[src/include/crf_map.svh]
`ifndef CRF_MAP_SVH
`define CRF_MAP_SVH

// Datapath widths of the register file.
`define CRF_WORD_W 16
`define CRF_ADDR_W 20
`define CRF_FLAG_W 11
`define CRF_LONG_W 32

// Register population: thirteen registers, seven of them switched by bank.
`define CRF_REG_COUNT 13
`define CRF_BANK_REGS 7
`define CRF_BANK_COUNT 2

// Bit positions inside the flag register.
`define CRF_FLG_C 0
`define CRF_FLG_D 1
`define CRF_FLG_Z 2
`define CRF_FLG_S 3
`define CRF_FLG_B 4
`define CRF_FLG_O 5
`define CRF_FLG_I 6
`define CRF_FLG_U 7
`define CRF_FLG_IPL_LSB 8
`define CRF_FLG_IPL_MSB 10

// Reset values.
`define CRF_RST_WORD 16'h0000
`define CRF_RST_ADDR 20'h00000
`define CRF_RST_FLAGS 11'h000
`define CRF_RST_LONG 32'h00000000

`endif

[src/include/crf_pkg.sv]
`include "crf_map.svh"

package crf_pkg;

    // Register selector; codes 0 to 6 are the bank-switched entries.
    typedef enum logic [3:0] {
        SEL_DATA_REG_ZERO    = 4'b0000,
        SEL_DATA_REG_ONE     = 4'b0001,
        SEL_DATA_REG_TWO     = 4'b0010,
        SEL_DATA_REG_THREE   = 4'b0011,
        SEL_ADDR_REG_ZERO    = 4'b0100,
        SEL_ADDR_REG_ONE     = 4'b0101,
        SEL_FRAME_BASE       = 4'b0110,
        SEL_STATIC_BASE      = 4'b0111,
        SEL_USER_STACK_PTR   = 4'b1000,
        SEL_IRQ_STACK_PTR    = 4'b1001,
        SEL_ACTIVE_STACK_PTR = 4'b1010,
        SEL_VECTOR_TABLE     = 4'b1011,
        SEL_CPU_FLAGS        = 4'b1100,
        SEL_NEXT_INSTR_PTR   = 4'b1101
    } crf_sel_e;

    // Access size: low byte, high byte, word, or 32-bit pair.
    typedef enum logic [1:0] {
        SZ_LOW  = 2'b00,
        SZ_HIGH = 2'b01,
        SZ_WORD = 2'b10,
        SZ_PAIR = 2'b11
    } crf_size_e;

    // Operand width of an ALU result.
    typedef enum logic [1:0] {
        AW_BYTE = 2'b00,
        AW_WORD = 2'b01,
        AW_LONG = 2'b10
    } crf_width_e;

    // One write request from the execution unit.
    typedef struct packed {
        logic en;
        crf_sel_e sel;
        crf_size_e size;
        logic [`CRF_LONG_W-1:0] data;
    } crf_wr_s;

    // Flag update from the ALU.
    typedef struct packed {
        logic upd;
        crf_width_e width;
        logic [`CRF_LONG_W-1:0] result;
        logic carry;
        logic ovf;
    } crf_alu_s;

    // Registered view of the state that the core uses every cycle.
    typedef struct packed {
        logic [`CRF_ADDR_W-1:0] next_instr_pointer;
        logic [`CRF_ADDR_W-1:0] vector_table_base;
        logic [`CRF_WORD_W-1:0] active_stack_ptr;
        logic [`CRF_WORD_W-1:0] static_base;
        logic [`CRF_WORD_W-1:0] frame_base;
        logic [`CRF_FLAG_W-1:0] cpu_flags;
    } crf_state_s;

endpackage

[src/rtl/crf_flag_eval.sv]
`timescale 1ns/1ps
`default_nettype none

`include "crf_map.svh"

module crf_flag_eval
    import crf_pkg::*;
(
    input wire logic [`CRF_LONG_W-1:0] result_i,
    input wire crf_width_e width_i,
    output logic zero_o,
    output logic neg_o
);

    // Zero and sign are judged on the operand width only.
    always_comb
    begin
        case (width_i)
            AW_BYTE:
            begin
                zero_o = (result_i[7:0] == 8'h00);
                neg_o = result_i[7];
            end
            AW_WORD:
            begin
                zero_o = (result_i[15:0] == 16'h0000);
                neg_o = result_i[15];
            end
            default:
            begin
                zero_o = (result_i == `CRF_RST_LONG);
                neg_o = result_i[31];
            end
        endcase
    end

endmodule

`default_nettype wire

[src/rtl/crf_core.sv]
`timescale 1ns/1ps
`default_nettype none

// Contract
// - Thirteen core registers, counting a single bank of seven switched ones.
// - Four data, two address and frame base form a bank; two banks.
// - Data zero and one are 16-bit, with independent high and low bytes.
// - Data two with zero, and three with one, form 32-bit operands.
// - Address registers are 16-bit and pair into one 32-bit operand.
// - Frame base is 16 bits and bases frame-relative addressing.
// - Vector table base is 20 bits and holds the vector table start.
// - Program counter is 20 bits and holds the next instruction address.
// - Two 16-bit stack pointers; stack-select flag picks the active one.
// - Static base is 16 bits and bases static-relative addressing.
// - Flag register is 11 bits and shows the CPU state.
// - Carry flag captures carry, borrow or shifted-out bit of each ALU operation; an explicit flag write in the same cycle wins over the ALU.
// - Zero flag is one for a zero result, else zero.
// - Sign flag is one for a negative result, else zero.
// - Bank-select flag routes switched accesses to bank zero or bank one.
// - Overflow flag is one on signed overflow, else zero.

`include "crf_map.svh"

module crf_core
    import crf_pkg::*;
(
    input wire logic clk_i,
    input wire logic rst_i,
    input wire crf_wr_s wr_i,
    input wire crf_sel_e rd_sel_i,
    input wire crf_size_e rd_size_i,
    input wire crf_alu_s alu_i,
    input wire logic pc_we_i,
    input wire logic [`CRF_ADDR_W-1:0] pc_data_i,
    output logic [`CRF_LONG_W-1:0] rd_data_o,
    output var crf_state_s state_o
);

    // Two banks of seven switched registers, addressed by bank and entry.
    logic [`CRF_WORD_W-1:0] bank_r [`CRF_BANK_COUNT][`CRF_BANK_REGS];
    logic [`CRF_WORD_W-1:0] cur [`CRF_BANK_REGS];
    logic [`CRF_WORD_W-1:0] static_base_r;
    logic [`CRF_WORD_W-1:0] user_stack_ptr_r;
    logic [`CRF_WORD_W-1:0] irq_stack_ptr_r;
    logic [`CRF_ADDR_W-1:0] vector_table_base_r;
    logic [`CRF_ADDR_W-1:0] next_instr_pointer_r;
    logic [`CRF_FLAG_W-1:0] cpu_flags_r;
    logic [`CRF_LONG_W-1:0] rd_nxt;
    logic bank_sel;
    logic stack_sel;
    logic res_zero;
    logic res_neg;
    logic wr_word;
    logic wr_wide;
    logic flag_wr;
    logic [`CRF_WORD_W-1:0] active_sp;

    // Bank and stack selection come from the stored flags.
    assign bank_sel = cpu_flags_r[`CRF_FLG_B];
    assign stack_sel = cpu_flags_r[`CRF_FLG_U];
    assign active_sp = stack_sel ? irq_stack_ptr_r : user_stack_ptr_r;

    // Word writes reach 16-bit registers; pair writes also reach 20-bit ones.
    assign wr_word = wr_i.en && (wr_i.size == SZ_WORD);
    assign wr_wide = wr_i.en && ((wr_i.size == SZ_WORD) || (wr_i.size == SZ_PAIR));
    assign flag_wr = wr_word && (wr_i.sel == SEL_CPU_FLAGS);

    // Zero and sign of the current ALU result.
    crf_flag_eval u_flag_eval (
        .result_i(alu_i.result),
        .width_i(alu_i.width),
        .zero_o(res_zero),
        .neg_o(res_neg)
    );

    // Per entry of the bank: decode the write, then store it in the selected bank only.
    genvar gk;
    genvar gb;
    generate
        for (gk = 0; gk < `CRF_BANK_REGS; gk++)
        begin : g_ent
            // Pair members: entries 2, 3 and 5 are the upper halves of 0, 1 and 4.
            localparam bit IS_HI = (gk == 2) || (gk == 3) || (gk == 5);
            localparam int LO_IDX = (gk == 5) ? 4 : ((gk >= 2) ? gk - 2 : gk);
            localparam bit BYTE_OK = (gk < 2);
            localparam bit PAIR_BASE = (gk == 0) || (gk == 1) || (gk == 4);
            logic en;
            logic [`CRF_WORD_W-1:0] val;

            assign cur[gk] = bank_r[bank_sel][gk];

            always_comb
            begin
                en = 1'b0;
                val = cur[gk];
                if (wr_i.en && (wr_i.sel == 4'(gk)))
                begin
                    if (wr_i.size == SZ_WORD)
                    begin
                        en = 1'b1;
                        val = wr_i.data[15:0];
                    end
                    else if ((wr_i.size == SZ_LOW) && BYTE_OK)
                    begin
                        en = 1'b1;
                        val = {cur[gk][15:8], wr_i.data[7:0]};
                    end
                    else if ((wr_i.size == SZ_HIGH) && BYTE_OK)
                    begin
                        en = 1'b1;
                        val = {wr_i.data[7:0], cur[gk][7:0]};
                    end
                    else if ((wr_i.size == SZ_PAIR) && PAIR_BASE)
                    begin
                        en = 1'b1;
                        val = wr_i.data[15:0];
                    end
                end
                else if (wr_i.en && (wr_i.size == SZ_PAIR) && IS_HI
                         && (wr_i.sel == 4'(LO_IDX)))
                begin
                    en = 1'b1;
                    val = wr_i.data[31:16];
                end
            end

            for (gb = 0; gb < `CRF_BANK_COUNT; gb++)
            begin : g_bank
                // Only the selected bank is written; the other keeps its values.
                always_ff @(posedge clk_i)
                begin
                    if (rst_i)
                        bank_r[gb][gk] <= `CRF_RST_WORD;
                    else if (en && (bank_sel == 1'(gb)))
                        bank_r[gb][gk] <= val;
                end
            end
        end
    endgenerate

    // Static base register.
    always_ff @(posedge clk_i)
    begin
        if (rst_i)
            static_base_r <= `CRF_RST_WORD;
        else if (wr_word && (wr_i.sel == SEL_STATIC_BASE))
            static_base_r <= wr_i.data[15:0];
    end

    // User stack pointer, written directly or as the active pointer.
    always_ff @(posedge clk_i)
    begin
        if (rst_i)
            user_stack_ptr_r <= `CRF_RST_WORD;
        else if (wr_word && ((wr_i.sel == SEL_USER_STACK_PTR)
                 || ((wr_i.sel == SEL_ACTIVE_STACK_PTR) && !stack_sel)))
            user_stack_ptr_r <= wr_i.data[15:0];
    end

    // Interrupt stack pointer, written directly or as the active pointer.
    always_ff @(posedge clk_i)
    begin
        if (rst_i)
            irq_stack_ptr_r <= `CRF_RST_WORD;
        else if (wr_word && ((wr_i.sel == SEL_IRQ_STACK_PTR)
                 || ((wr_i.sel == SEL_ACTIVE_STACK_PTR) && stack_sel)))
            irq_stack_ptr_r <= wr_i.data[15:0];
    end

    // Vector table base takes twenty bits of a word or pair write.
    always_ff @(posedge clk_i)
    begin
        if (rst_i)
            vector_table_base_r <= `CRF_RST_ADDR;
        else if (wr_wide && (wr_i.sel == SEL_VECTOR_TABLE))
            vector_table_base_r <= wr_i.data[19:0];
    end

    // Program counter: the dedicated load port wins over a register write.
    always_ff @(posedge clk_i)
    begin
        if (rst_i)
            next_instr_pointer_r <= `CRF_RST_ADDR;
        else if (pc_we_i)
            next_instr_pointer_r <= pc_data_i;
        else if (wr_wide && (wr_i.sel == SEL_NEXT_INSTR_PTR))
            next_instr_pointer_r <= wr_i.data[19:0];
    end

    // Flags: an explicit write wins; otherwise the ALU updates C, Z, S and O.
    always_ff @(posedge clk_i)
    begin
        if (rst_i)
            cpu_flags_r <= `CRF_RST_FLAGS;
        else if (flag_wr)
            cpu_flags_r <= wr_i.data[10:0];
        else if (alu_i.upd)
        begin
            cpu_flags_r[`CRF_FLG_C] <= alu_i.carry;
            cpu_flags_r[`CRF_FLG_Z] <= res_zero;
            cpu_flags_r[`CRF_FLG_S] <= res_neg;
            cpu_flags_r[`CRF_FLG_O] <= alu_i.ovf;
        end
    end

    // Read multiplexer with byte, word and pair views.
    always_comb
    begin
        rd_nxt = `CRF_RST_LONG;
        if (rd_sel_i <= SEL_FRAME_BASE)
        begin
            if ((rd_size_i == SZ_LOW) && (rd_sel_i <= SEL_DATA_REG_ONE))
                rd_nxt = {24'h000000, cur[rd_sel_i[2:0]][7:0]};
            else if ((rd_size_i == SZ_HIGH) && (rd_sel_i <= SEL_DATA_REG_ONE))
                rd_nxt = {24'h000000, cur[rd_sel_i[2:0]][15:8]};
            else if ((rd_size_i == SZ_PAIR) && (rd_sel_i <= SEL_DATA_REG_ONE))
                rd_nxt = {cur[rd_sel_i[2:0] + 3'h2], cur[rd_sel_i[2:0]]};
            else if ((rd_size_i == SZ_PAIR) && (rd_sel_i == SEL_ADDR_REG_ZERO))
                rd_nxt = {cur[5], cur[4]};
            else if (rd_size_i == SZ_WORD)
                rd_nxt = {16'h0000, cur[rd_sel_i[2:0]]};
        end
        else if (rd_sel_i == SEL_STATIC_BASE)
            rd_nxt = {16'h0000, static_base_r};
        else if (rd_sel_i == SEL_USER_STACK_PTR)
            rd_nxt = {16'h0000, user_stack_ptr_r};
        else if (rd_sel_i == SEL_IRQ_STACK_PTR)
            rd_nxt = {16'h0000, irq_stack_ptr_r};
        else if (rd_sel_i == SEL_ACTIVE_STACK_PTR)
            rd_nxt = {16'h0000, active_sp};
        else if (rd_sel_i == SEL_VECTOR_TABLE)
            rd_nxt = {12'h000, vector_table_base_r};
        else if (rd_sel_i == SEL_CPU_FLAGS)
            rd_nxt = {21'h00000, cpu_flags_r};
        else if (rd_sel_i == SEL_NEXT_INSTR_PTR)
            rd_nxt = {12'h000, next_instr_pointer_r};
    end

    // Read data is registered, one cycle after the select.
    always_ff @(posedge clk_i)
    begin
        if (rst_i)
            rd_data_o <= `CRF_RST_LONG;
        else
            rd_data_o <= rd_nxt;
    end

    // Registered state view for the address and control logic of the core.
    always_ff @(posedge clk_i)
    begin
        if (rst_i)
            state_o <= '0;
        else
        begin
            state_o.next_instr_pointer <= next_instr_pointer_r;
            state_o.vector_table_base <= vector_table_base_r;
            state_o.active_stack_ptr <= active_sp;
            state_o.static_base <= static_base_r;
            state_o.frame_base <= cur[6];
            state_o.cpu_flags <= cpu_flags_r;
        end
    end
endmodule

`default_nettype wire

[config.mk]
export PLATFORM = sky130hd
export DESIGN_NAME = crf_core
export DESIGN_NICKNAME = d
export VERILOG_FILES = /design/src/include/crf_pkg.sv /design/src/rtl/crf_flag_eval.sv /design/src/rtl/crf_core.sv
export VERILOG_INCLUDE_DIRS = /design/src /design/src/include
export SDC_FILE = /design/constraint.sdc
export NUM_CORES = 1
export LEC_CHECK = 0
export CELL_PAD_IN_SITES_DETAIL_PLACEMENT = 0
export CELL_PAD_IN_SITES_GLOBAL_PLACEMENT = 1
export CORE_MARGIN = 1.5
export CORE_UTILIZATION = 45
export CTS_CLUSTER_SIZE = 10
export DETAILED_ROUTE_END_ITERATION = 8
export DONT_BUFFER_PORTS = 1
export GPL_TIMING_DRIVEN = 0
export PLACE_DENSITY_LB_ADDON = 0.1
export RECOVER_POWER = 50
export SLEW_MARGIN = 10
export SYNTH_ARGS = -nofsm -noshare
export SYNTH_HDL_FRONTEND = slang
export SYNTH_SLANG_ARGS = --single-unit
[constraint.sdc]
create_clock -name clk_i -period 2.09 [get_ports clk_i]
set_clock_uncertainty 0.1 [all_clocks]
set_input_delay 0.209 -clock clk_i [delete_from_list [all_inputs] [get_ports clk_i]]
set_output_delay 0.209 -clock clk_i [all_outputs]
set_load 0.02 [all_outputs]
==> impl_metrics.yaml, run 1 <==
critical_path:
  path_buf_inv: 3
  slowest_stage: "dfxtp_4"
  crit_chain: "buf_16 > buf_12 > buf_16 > mux2i_4 > nand2_2 > o21ai_0 > a21oi_1 > a221oi_4 > o22ai_2"
  path_class: "reg -> reg"
  crit_fanout: 7
  cp_top_family: "compound AO/OA/AOI/OAI gates"
  crit_path_end_kind: "flop"
  crit_cells: 9
  critPathRequiredTime_ps: 2480
  cp-start-kind: "flop"
  crit_path_frequent_cell: "buf_16"
  r2r_cells: 9
  slowest_delay_ps: 450
  critPathArrivalTime_ps: 2780
cts:
  htree_levels: 2
  root_buffer: "clkbuf_16"
  clockBufferDepth: 3
  clkTransAtPathRegs_ps: 60
  cts_tree: "yes"
  numCtsBuffers: 53
  clock-sinks: 455
  clock_latency_ps: 620
placed_design:
  detailed_place_hpwl_um: 72700
  pre_cts_ws_ps: -1210
  gp_congestion: 1.04
  place_area_sq_um: 23000
  portBuffers: 0
worst_hold_path:
  min_delay_path_depth: 2
  worstHoldPathType: "in -> reg"
synthesis:
  synth_cells: 2237
  async_flop_share: 0
  ys_seq_area_frac: 0.512
  ys_warn_count: 0
  synth_flop_cell: "dfxtp_1"
  yosysUniqueCellTypes: 75
  syn_area_sq_um: 22200
  ys_ff_latch: 455
  syn_area_per_cell_sq_um: 9.92
  syn_nets: 2342
  synth-edff-count: 224
timing:
  min_period_ps: 2400
  finalHoldViolations: 0
  relSlewSlack: 0.0284
  setup_viol: 358
  fin_crit_sh: 1.15
  setup_ws_ps: -307
  max_clock_freq_mhz: 417
  rsz0062_at_grt: "yes"
  tightest_slew_ps: 1460
  slew_violations: 0
pwr:
  p_leak_uw: 0.0104
  worst_ir_drop_vdd_mv: 0.657
  power_density_nw_per_um2: 709
run_status:
  violations: "negative setup slack"
  outcome: "finished, violations left"
cells_and_area:
  final_area_sq_um: 28900
  nNetsFinal: 2578
  areaGrowthSynthToFinish_pct: 30.4
  layout-drive-gt1-share: 0.246
  final_cell_mix: "383 x nor2_1, 230 x dfxtp_1, 224 x edfxtp_1, 159 x nand2_1, 153 x mux2i_1"
  final_common_cell: "nor2_1"
grt:
  grt_use_total: 0.397
  antenna_found_initial: 3
  grt_pass1_vias: 19000
  grt_pass1_wl_um: 141000
  met1_usage: 0.546
  overflow: 0
  busiest_layer: "met2"
  grt.met3_usage: 0.105
  groute.layer.met2.usage: 0.579
  grt_max_degree: 17
routing:
  first_pass_iters: 5
  routed_wirelength_um: 104000
  ant_nets: 0
  drc: 0
  wl_per_cell_um: 32.7
  first_iter_violations: 2449
  viasPerCell: 6.41
  vias: 20300
floorplan:
  start_util: 0.454
  die_h_um: 225
  core-area_sq_um: 48800
  ioPinCount: 236
  dieWidth_um: 225
  num_rows: 81
  die-area_sq_um: 50700
flow_run:
  drv_cap: 0
-- kinds of logic (layout without fill, tap and decap cells) --
family | Yosys count | in the layout | share of synthesized area
AO/OA/AOI/OAI | 461 | 461 | 0.134
buffers and inverters | 202 | 466 | 0.0413
flip-flops | 455 | 455 | 0.512
multiplexers | 275 | 275 | 0.137
other | 0 | 1 | 0
AND/OR/NAND/NOR | 844 | 844 | 0.176
-- metrics by stage --
stage / setup TNS (ps) / hold WS, ps / util / total power [uW] / cells
detailed placement: -374420 / 258 / 0.471 / 11600 / 2901
floorplan: 0 / 245 / - / 10800 / 2237
global route: -34900 / 17.5 / 0.592 / 20900 / 3165
finish: -36480 / 13.0 / 0.592 / 20500 / 3166
global placement: -363950 / 252 / 0.471 / 11500 / 2901
CTS: -11500 / 10.0 / 0.552 / 20200 / 3115
-- power breakdown --
part | internal, uW | switching (uW) | total, uW
Combinational | 730 | 1430 | 2160
Sequential | 9580 | 250 | 9830
Clock | 4790 | 3730 | 8520
-- synthesized netlist by cell type (4+ instances only) --
master     number  share of area
a21o_1         18         0.0061
a221oi_1       10         0.0039
and3_1         62          0.017
a21oi_1       158          0.036
nor4_1          8         0.0023
nor2b_1        75          0.021
nor3_1         31         0.0070
or3_1           7         0.0020
a211oi_1       43          0.015
a31oi_1        29         0.0082
o221ai_1       20         0.0079
nand2_1       177          0.030
mux2_4          7         0.0047
a22oi_1        15         0.0051
a2111oi_0       5         0.0020
mux4_2         17          0.017
edfxtp_1      224           0.30
o22ai_1        37          0.010
dfxtp_1       231           0.21
buf_4          21         0.0071
a32oi_1        15         0.0059
mux2i_1       211          0.095
buf_1           5        0.00085
nand3_1        12         0.0027
a21oi_2         8         0.0032
a211o_1         4         0.0016
nor2_1        395          0.067
o21ai_0        53          0.012
clkbuf_1      112          0.019
a221o_1         5         0.0023
o211ai_1       14         0.0047
buf_2          45          0.010
nor3b_1         4         0.0014
or2_2          15         0.0042
nand2b_1       22         0.0062
inv_1          14         0.0024
mux2_2         40          0.020
-- sequential cells by signal, summed over array words and instances (netlist names), named ones only --
signal	count
irq_stack_ptr_r	16
state_o	99
cpu_flags_r	11
next_instr_pointer_r	20
rd_data_o	32
bank_r	224
vector_table_base_r	20
static_base_r	16
user_stack_ptr_r	16
-- worst reg2reg max path: cells and delay by family, from the launching register on --
family | cells | cell delay (ps)
mux | 1 | 360
flops | 1 | 450
compound gates | 4 | 760
buf+inv | 3 | 470
simple gates | 1 | 130
-- worst paths after layout --
path | end | slack [ps] | from
max | rd_data_o[5]$_SDFF_PP0_ | -310 | flop
min | rd_data_o[10]$_SDFF_PP0_ | 10 | rd_size_i[1]
max reg2reg | rd_data_o[5]$_SDFF_PP0_ | -310 | flop
min reg2reg | static_base_r[12]$_SDFFE_PP0P_ | 370 | static_base_r[12]$_SDFFE_PP0P_
-- layer usage --
metal  vias to the layer above  share of wire  wire (um)
met5                         -        0.00013         13
met4                         2          0.059       6160
met3                       302           0.12      12000
met2                      1357           0.42      43900
met1                     10100           0.40      41500
li1                       8549              -          -
-- what timing repair did --
item                                   4_1_cts  5_1_grt
endpoints found under the hold margin      175        0
gates resized for setup                    235      315
setup buffers                               44       49
pin swaps                                   66      153
gates cloned                                 5        4
setup endpoints to repair                  473      296
hold buffers                                85        0
-- area by class of cell --
| cell class | count | area [sq um] |
|---|---|---|
| buffer | 182 | 1160 |
| multi-input combinational | 1580 | 11900 |
| tap | 664 | 831 |
| inverter | 16 | 61.3 |
| timing repair buffer | 185 | 2150 |
| fill | 4269 | 19900 |
| clock buffer | 78 | 1470 |
| sequential | 455 | 11400 |
| clock inverter | 5 | 35.0 |
| antenna | 1 | 2.50 |
Power figures use the tool's default switching activity.
==> inputs of run 2 (changes only) <==
--- a/config.mk
+++ b/config.mk
@@ -15,7 +15,6 @@
 export DONT_BUFFER_PORTS = 1
 export GPL_TIMING_DRIVEN = 0
 export PLACE_DENSITY_LB_ADDON = 0.1
-export RECOVER_POWER = 50
 export SLEW_MARGIN = 10
 export SYNTH_ARGS = -nofsm -noshare
 export SYNTH_HDL_FRONTEND = slang
==> impl_metrics.yaml, run 2 (synthesized netlist as in run 1, its figures left out) <==
run_status:
  outcome: "finished, violations left"
  violations: "negative setup slack"
cells_and_area:
  largest_reg_flops: 224
  areaGrowthSynthToFinish_pct: 30.5
  instances_no_fill: 3167
  nNetsFinal: 2578
  utilization: 0.593
  fillers: 4264
  layout-drive-gt1-share: 0.247
  top_register: "bank_r"
  final_area_sq_um: 29000
  final_common_cell: "nor2_1"
  final_cell_mix: "383 x nor2_1, 230 x dfxtp_1, 224 x edfxtp_1, 159 x nand2_1, 153 x mux2i_1"
  reg.largest.list: "bank_r: 224 flops, state_o: 99 flops, rd_data_o: 32 flops"
routing:
  wl_per_cell_um: 32.8
  routed_wirelength_um: 104000
  ant_nets: 0
  drc: 0
  vias: 20400
  first_iter_violations: 2510
  viasPerCell: 6.43
  first_pass_iters: 6
floorplan:
  die_h_um: 225
  core-area_sq_um: 48800
  start_util: 0.454
  num_rows: 81
  die-area_sq_um: 50700
  dieWidth_um: 225
  ioPinCount: 236
critical_path:
  crit_fanout: 10
  slowest_stage: "nor3b_1"
  crit_path_end_kind: "flop"
  crit_chain: "buf_4 > buf_4 > buf_4 > buf_2 > a31oi_1 > nor3b_1 > o221ai_1 > o21ai_0"
  critPathRequiredTime_ps: 2520
  slowest_delay_ps: 610
  path_class: "in -> reg"
  crit_path_frequent_cell: "buf_4"
  cp-start-kind: "primary input"
  path_buf_inv: 4
  cp_top_family: "buffers and inverters"
  critPathArrivalTime_ps: 2810
timing:
  setup_viol: 141
  relSlewSlack: 0.0570
  tightest_slew_ps: 1410
  finalHoldViolations: 0
  min_period_ps: 2370
  max_clock_freq_mhz: 421
  rsz0062_at_grt: "yes"
  fin_crit_sh: 1.14
  setup_tns_ps: -12570
  setup_ws_ps: -284
  holdWs_ps: 4.96
  slew_violations: 0
pwr:
  worst_ir_drop_vdd_mv: 0.655
  power_density_nw_per_um2: 708
  p_leak_uw: 0.0104
placed_design:
  place_area_sq_um: 23000
  detailed_place_hpwl_um: 72700
  gp_congestion: 1.04
  portBuffers: 0
  place_inst: 2901
grt:
  grt_use_total: 0.397
  grt_max_degree: 17
  grt_pass1_wl_um: 141000
  overflow: 0
  grt_pass1_vias: 19000
  antenna_found_initial: 3
flow_run:
  drv_cap: 0
cts:
  clkTransAtPathRegs_ps: 60
  numCtsBuffers: 53
  clockBufferDepth: 3
  root_buffer: "clkbuf_16"
  clock-sinks: 455
  clock_latency_ps: 620
  cts_tree: "yes"
  htree_levels: 2
worst_hold_path:
  worstHoldPathType: "in -> reg"
run 2: changes by cell type in the layout (fill, tap and decap cells not counted), sizes merged:
| cell | delta |
|---|---|
| diode | +1 |
| buf | +6 |
| clkbuf | -6 |
run 2: what timing repair did:
item / in CTS / in global routing
hold buffers: 85 / 0
resized for setup: 235 / 315
pin swaps: 66 / 153
endpoints found under the hold margin: 175 / 0
gates cloned: 5 / 4
setup buffers: 44 / 49
setup endpoints to repair: 473 / 296
run 2: metrics by stage:
| stage | power [uW] | setup WS, ps |
|---|---|---|
| 4_1_cts | 20200 | -254 |
| 3_3_place_gp | 11500 | -1210 |
| 3_5_place_dp | 11600 | -1210 |
| 5_1_grt | 20900 | -297 |
| 2_1_floorplan | 10800 | 24.8 |
| 6_report | 20500 | -284 |
run 2: per-layer routing:
metal,share of wire,GRT usage,wire length [um]
met2,0.43,0.579,44200
met5,0.00013,0,13
met4,0.059,0.194,6110
met1,0.40,0.546,41300
met3,0.12,0.105,12100
run 2: power by group:
| part | internal [uW] | leakage [uW] | switching [uW] | total (uW) |
|---|---|---|---|---|
| Combinational | 731 | 0.00549 | 1430 | 2160 |
| Clock | 4790 | 0.000732 | 3730 | 8520 |
| Sequential | 9580 | 0.00420 | 250 | 9830 |
| Total | 15100 | 0.0104 | 5410 | 20500 |
run 2: final cells by class:
cell class | instances | area [sq um] | area share
clock buffer | 78 | 1470 | 0.0508
clock inverter | 5 | 35.0 | 0.00121
timing repair buffer | 185 | 2150 | 0.0743
buffer | 182 | 1160 | 0.0401
multi-input combinational | 1580 | 11900 | 0.410
antenna | 2 | 5.00 | 0.000173
sequential | 455 | 11400 | 0.392
tap | 664 | 831 | 0.0287
inverter | 16 | 63.8 | 0.00220
run 2: path summary, 6_finish.rpt:
kind	from	end	slack [ps]	depth (start not counted)
worst max-delay path	rd_sel_i[0]	rd_data_o[8]$_SDFF_PP0_	-280	8
worst max register to register	flop	rd_data_o[4]$_SDFF_PP0_	-270	7
worst min-delay path	rd_size_i[1]	rd_data_o[10]$_SDFF_PP0_	5	2
worst min register to register	static_base_r[12]$_SDFFE_PP0P_	static_base_r[12]$_SDFFE_PP0P_	370	2
==> inputs of run 3 (changes only) <==
--- a/config.mk
+++ b/config.mk
@@ -15,6 +15,7 @@
 export DONT_BUFFER_PORTS = 1
 export GPL_TIMING_DRIVEN = 0
 export PLACE_DENSITY_LB_ADDON = 0.1
+export REMOVE_ABC_BUFFERS = 1
 export SLEW_MARGIN = 10
 export SYNTH_ARGS = -nofsm -noshare
 export SYNTH_HDL_FRONTEND = slang
==> impl_metrics.yaml, run 3 (synthesized netlist as in run 1, its figures left out) <==
grt:
  grt_pass1_wl_um: 126000
  grt_max_degree: 118
  grt_use_total: 0.344
  busiest_layer: "met2"
  antenna_found_initial: 9
  met1_usage: 0.446
  overflow: 0
  grt_pass1_vias: 18300
  grt.met3_usage: 0.0780
  groute.layer.met2.usage: 0.541
timing:
  holdWs_ps: 20.3
  relSlewSlack: 0.0480
  max_clock_freq_mhz: 412
  slew_violations: 0
  setup_ws_ps: -338
  setup_viol: 74
  finalHoldViolations: 0
  fin_crit_sh: 1.16
  min_period_ps: 2430
  setup_tns_ps: -5810
  rsz0062_at_grt: "yes"
  tightest_slew_ps: 1420
worst_hold_path:
  min_from: "wr_i[14]"
  worstHoldPathType: "in -> reg"
cells_and_area:
  layout-drive-gt1-share: 0.164
  seq_area_sq_um: 11400
  nNetsFinal: 2488
  fillers: 4252
  largest_reg_flops: 224
  top_register: "bank_r"
  areaGrowthSynthToFinish_pct: 25.6
  multi_input_area_sq_um: 10900
  final_cell_mix: "391 x nor2_1, 228 x dfxtp_1, 224 x edfxtp_1, 199 x dlygate4sd3_1, 179 x mux2i_1"
  instances_no_fill: 3089
  final_common_cell: "nor2_1"
  reg.largest.list: "bank_r: 224 flops, state_o: 99 flops, rd_data_o: 32 flops"
floorplan:
  ioPinCount: 236
  core-area_sq_um: 48800
  num_rows: 81
  die-area_sq_um: 50700
  die_h_um: 225
  dieWidth_um: 225
  start_util: 0.454
cts:
  clockBufferDepth: 3
  clkTransAtPathRegs_ps: 50
  htree_levels: 2
  clock_latency_ps: 620
  numCtsBuffers: 54
  clock-sinks: 455
  cts_tree: "yes"
  hold_buffers: 204
  root_buffer: "clkbuf_16"
run_status:
  violations: "negative setup slack"
  outcome: "finished, violations left"
routing:
  vias: 19200
  viasPerCell: 6.21
  ant_nets: 0
  wl_per_cell_um: 28.8
  first_iter_violations: 2098
  drc: 0
  routed_wirelength_um: 89100
  first_pass_iters: 5
pwr:
  p_leak_uw: 0.0104
  power_density_nw_per_um2: 723
  total_power_uw: 20200
  worst_ir_drop_vdd_mv: 0.652
critical_path:
  critPathArrivalTime_ps: 2790
  crit_path_end_kind: "flop"
  cp-start-kind: "flop"
  critPathRequiredTime_ps: 2450
  crit_fanout: 11
  path_class: "reg -> reg"
placed_design:
  place_inst: 2733
  portBuffers: 0
  detailed_place_hpwl_um: 50400
  pre_cts_ws_ps: -1610
  gp_congestion: 0.893
flow_run:
  drv_cap: 0
-- run 3: cell types whose count changed in the layout (fill, tap and decap cells not counted), sizes merged --
cell / before / now
clkinvlp: 1 / 2
bufbuf: 0 / 2
dlygate4sd3: 85 / 199
inv: 13 / 15
clkdlybuf4s15: 1 / 0
clkbuf: 192 / 84
buf: 167 / 70
dlymetal6s4s: 0 / 2
diode: 2 / 9
-- run 3: stage by stage --
stage          instance area [sq um]   util
2_1_floorplan                  21300      -
3_3_place_gp                   22200  0.454
3_5_place_dp                   22500  0.461
4_1_cts                        27200  0.558
5_1_grt                        27900  0.570
6_report                       27900  0.571
-- run 3: power by group --
group          total [uW]  switching, uW  internal (uW)  leakage, uW
Sequential           9770            196           9580      0.00420
Combinational        1740           1090            653      0.00546
Clock                8650           3670           4980     0.000767
Total               20200           4960          15200       0.0104
-- run 3: path summary, 6_finish.rpt --
path | endpoint | slack, ps | depth (start not counted)
max | rd_data_o[4]$_SDFF_PP0_ | -340 | 7
min | bank_r[1][78]$_SDFFCE_PN0P_ | 20 | 4
max reg2reg | rd_data_o[4]$_SDFF_PP0_ | -340 | 7
min reg2reg | state_o[6]$_SDFF_PP0_ | 360 | 2
-- run 3: per-layer routing --
metal / wire length, um / vias up
met3: 9010 / 233
met5: 13 / -
met2: 40500 / 1062
li1: - / 8388
met4: 4720 / 2
met1: 34800 / 9503
-- run 3: repair_timing --
item                                    in CTS  in global routing
pin swaps                                   32                 31
hold endpoints to repair                   449                  3
endpoints found under the setup margin     437                286
resized for setup                          124                116
setup buffers                               36                  9
gates cloned                                11                  2
-- run 3: worst max-delay path, cell delays in order, from the launching register on --
cell	delay [ps]
dfxtp_4	410
buf_6	230
mux2i_4	340
o22ai_4	120
nor4_4	390
o221ai_2	210
a32oi_2	310
o31ai_4	140
-- run 3: cell type report --
cell class                      instances  share of cell area
Antenna cell                            9            0.000808
Clock inverter                          7             0.00180
Multi-Input combinational cell       1580               0.391
Timing Repair Buffer                  275               0.112
Tap cell                              664              0.0298
Sequential cell                       455               0.407
Timing Repair inverter                  1            0.000269
Clock buffer                           82              0.0548
Inverter                               16             0.00229
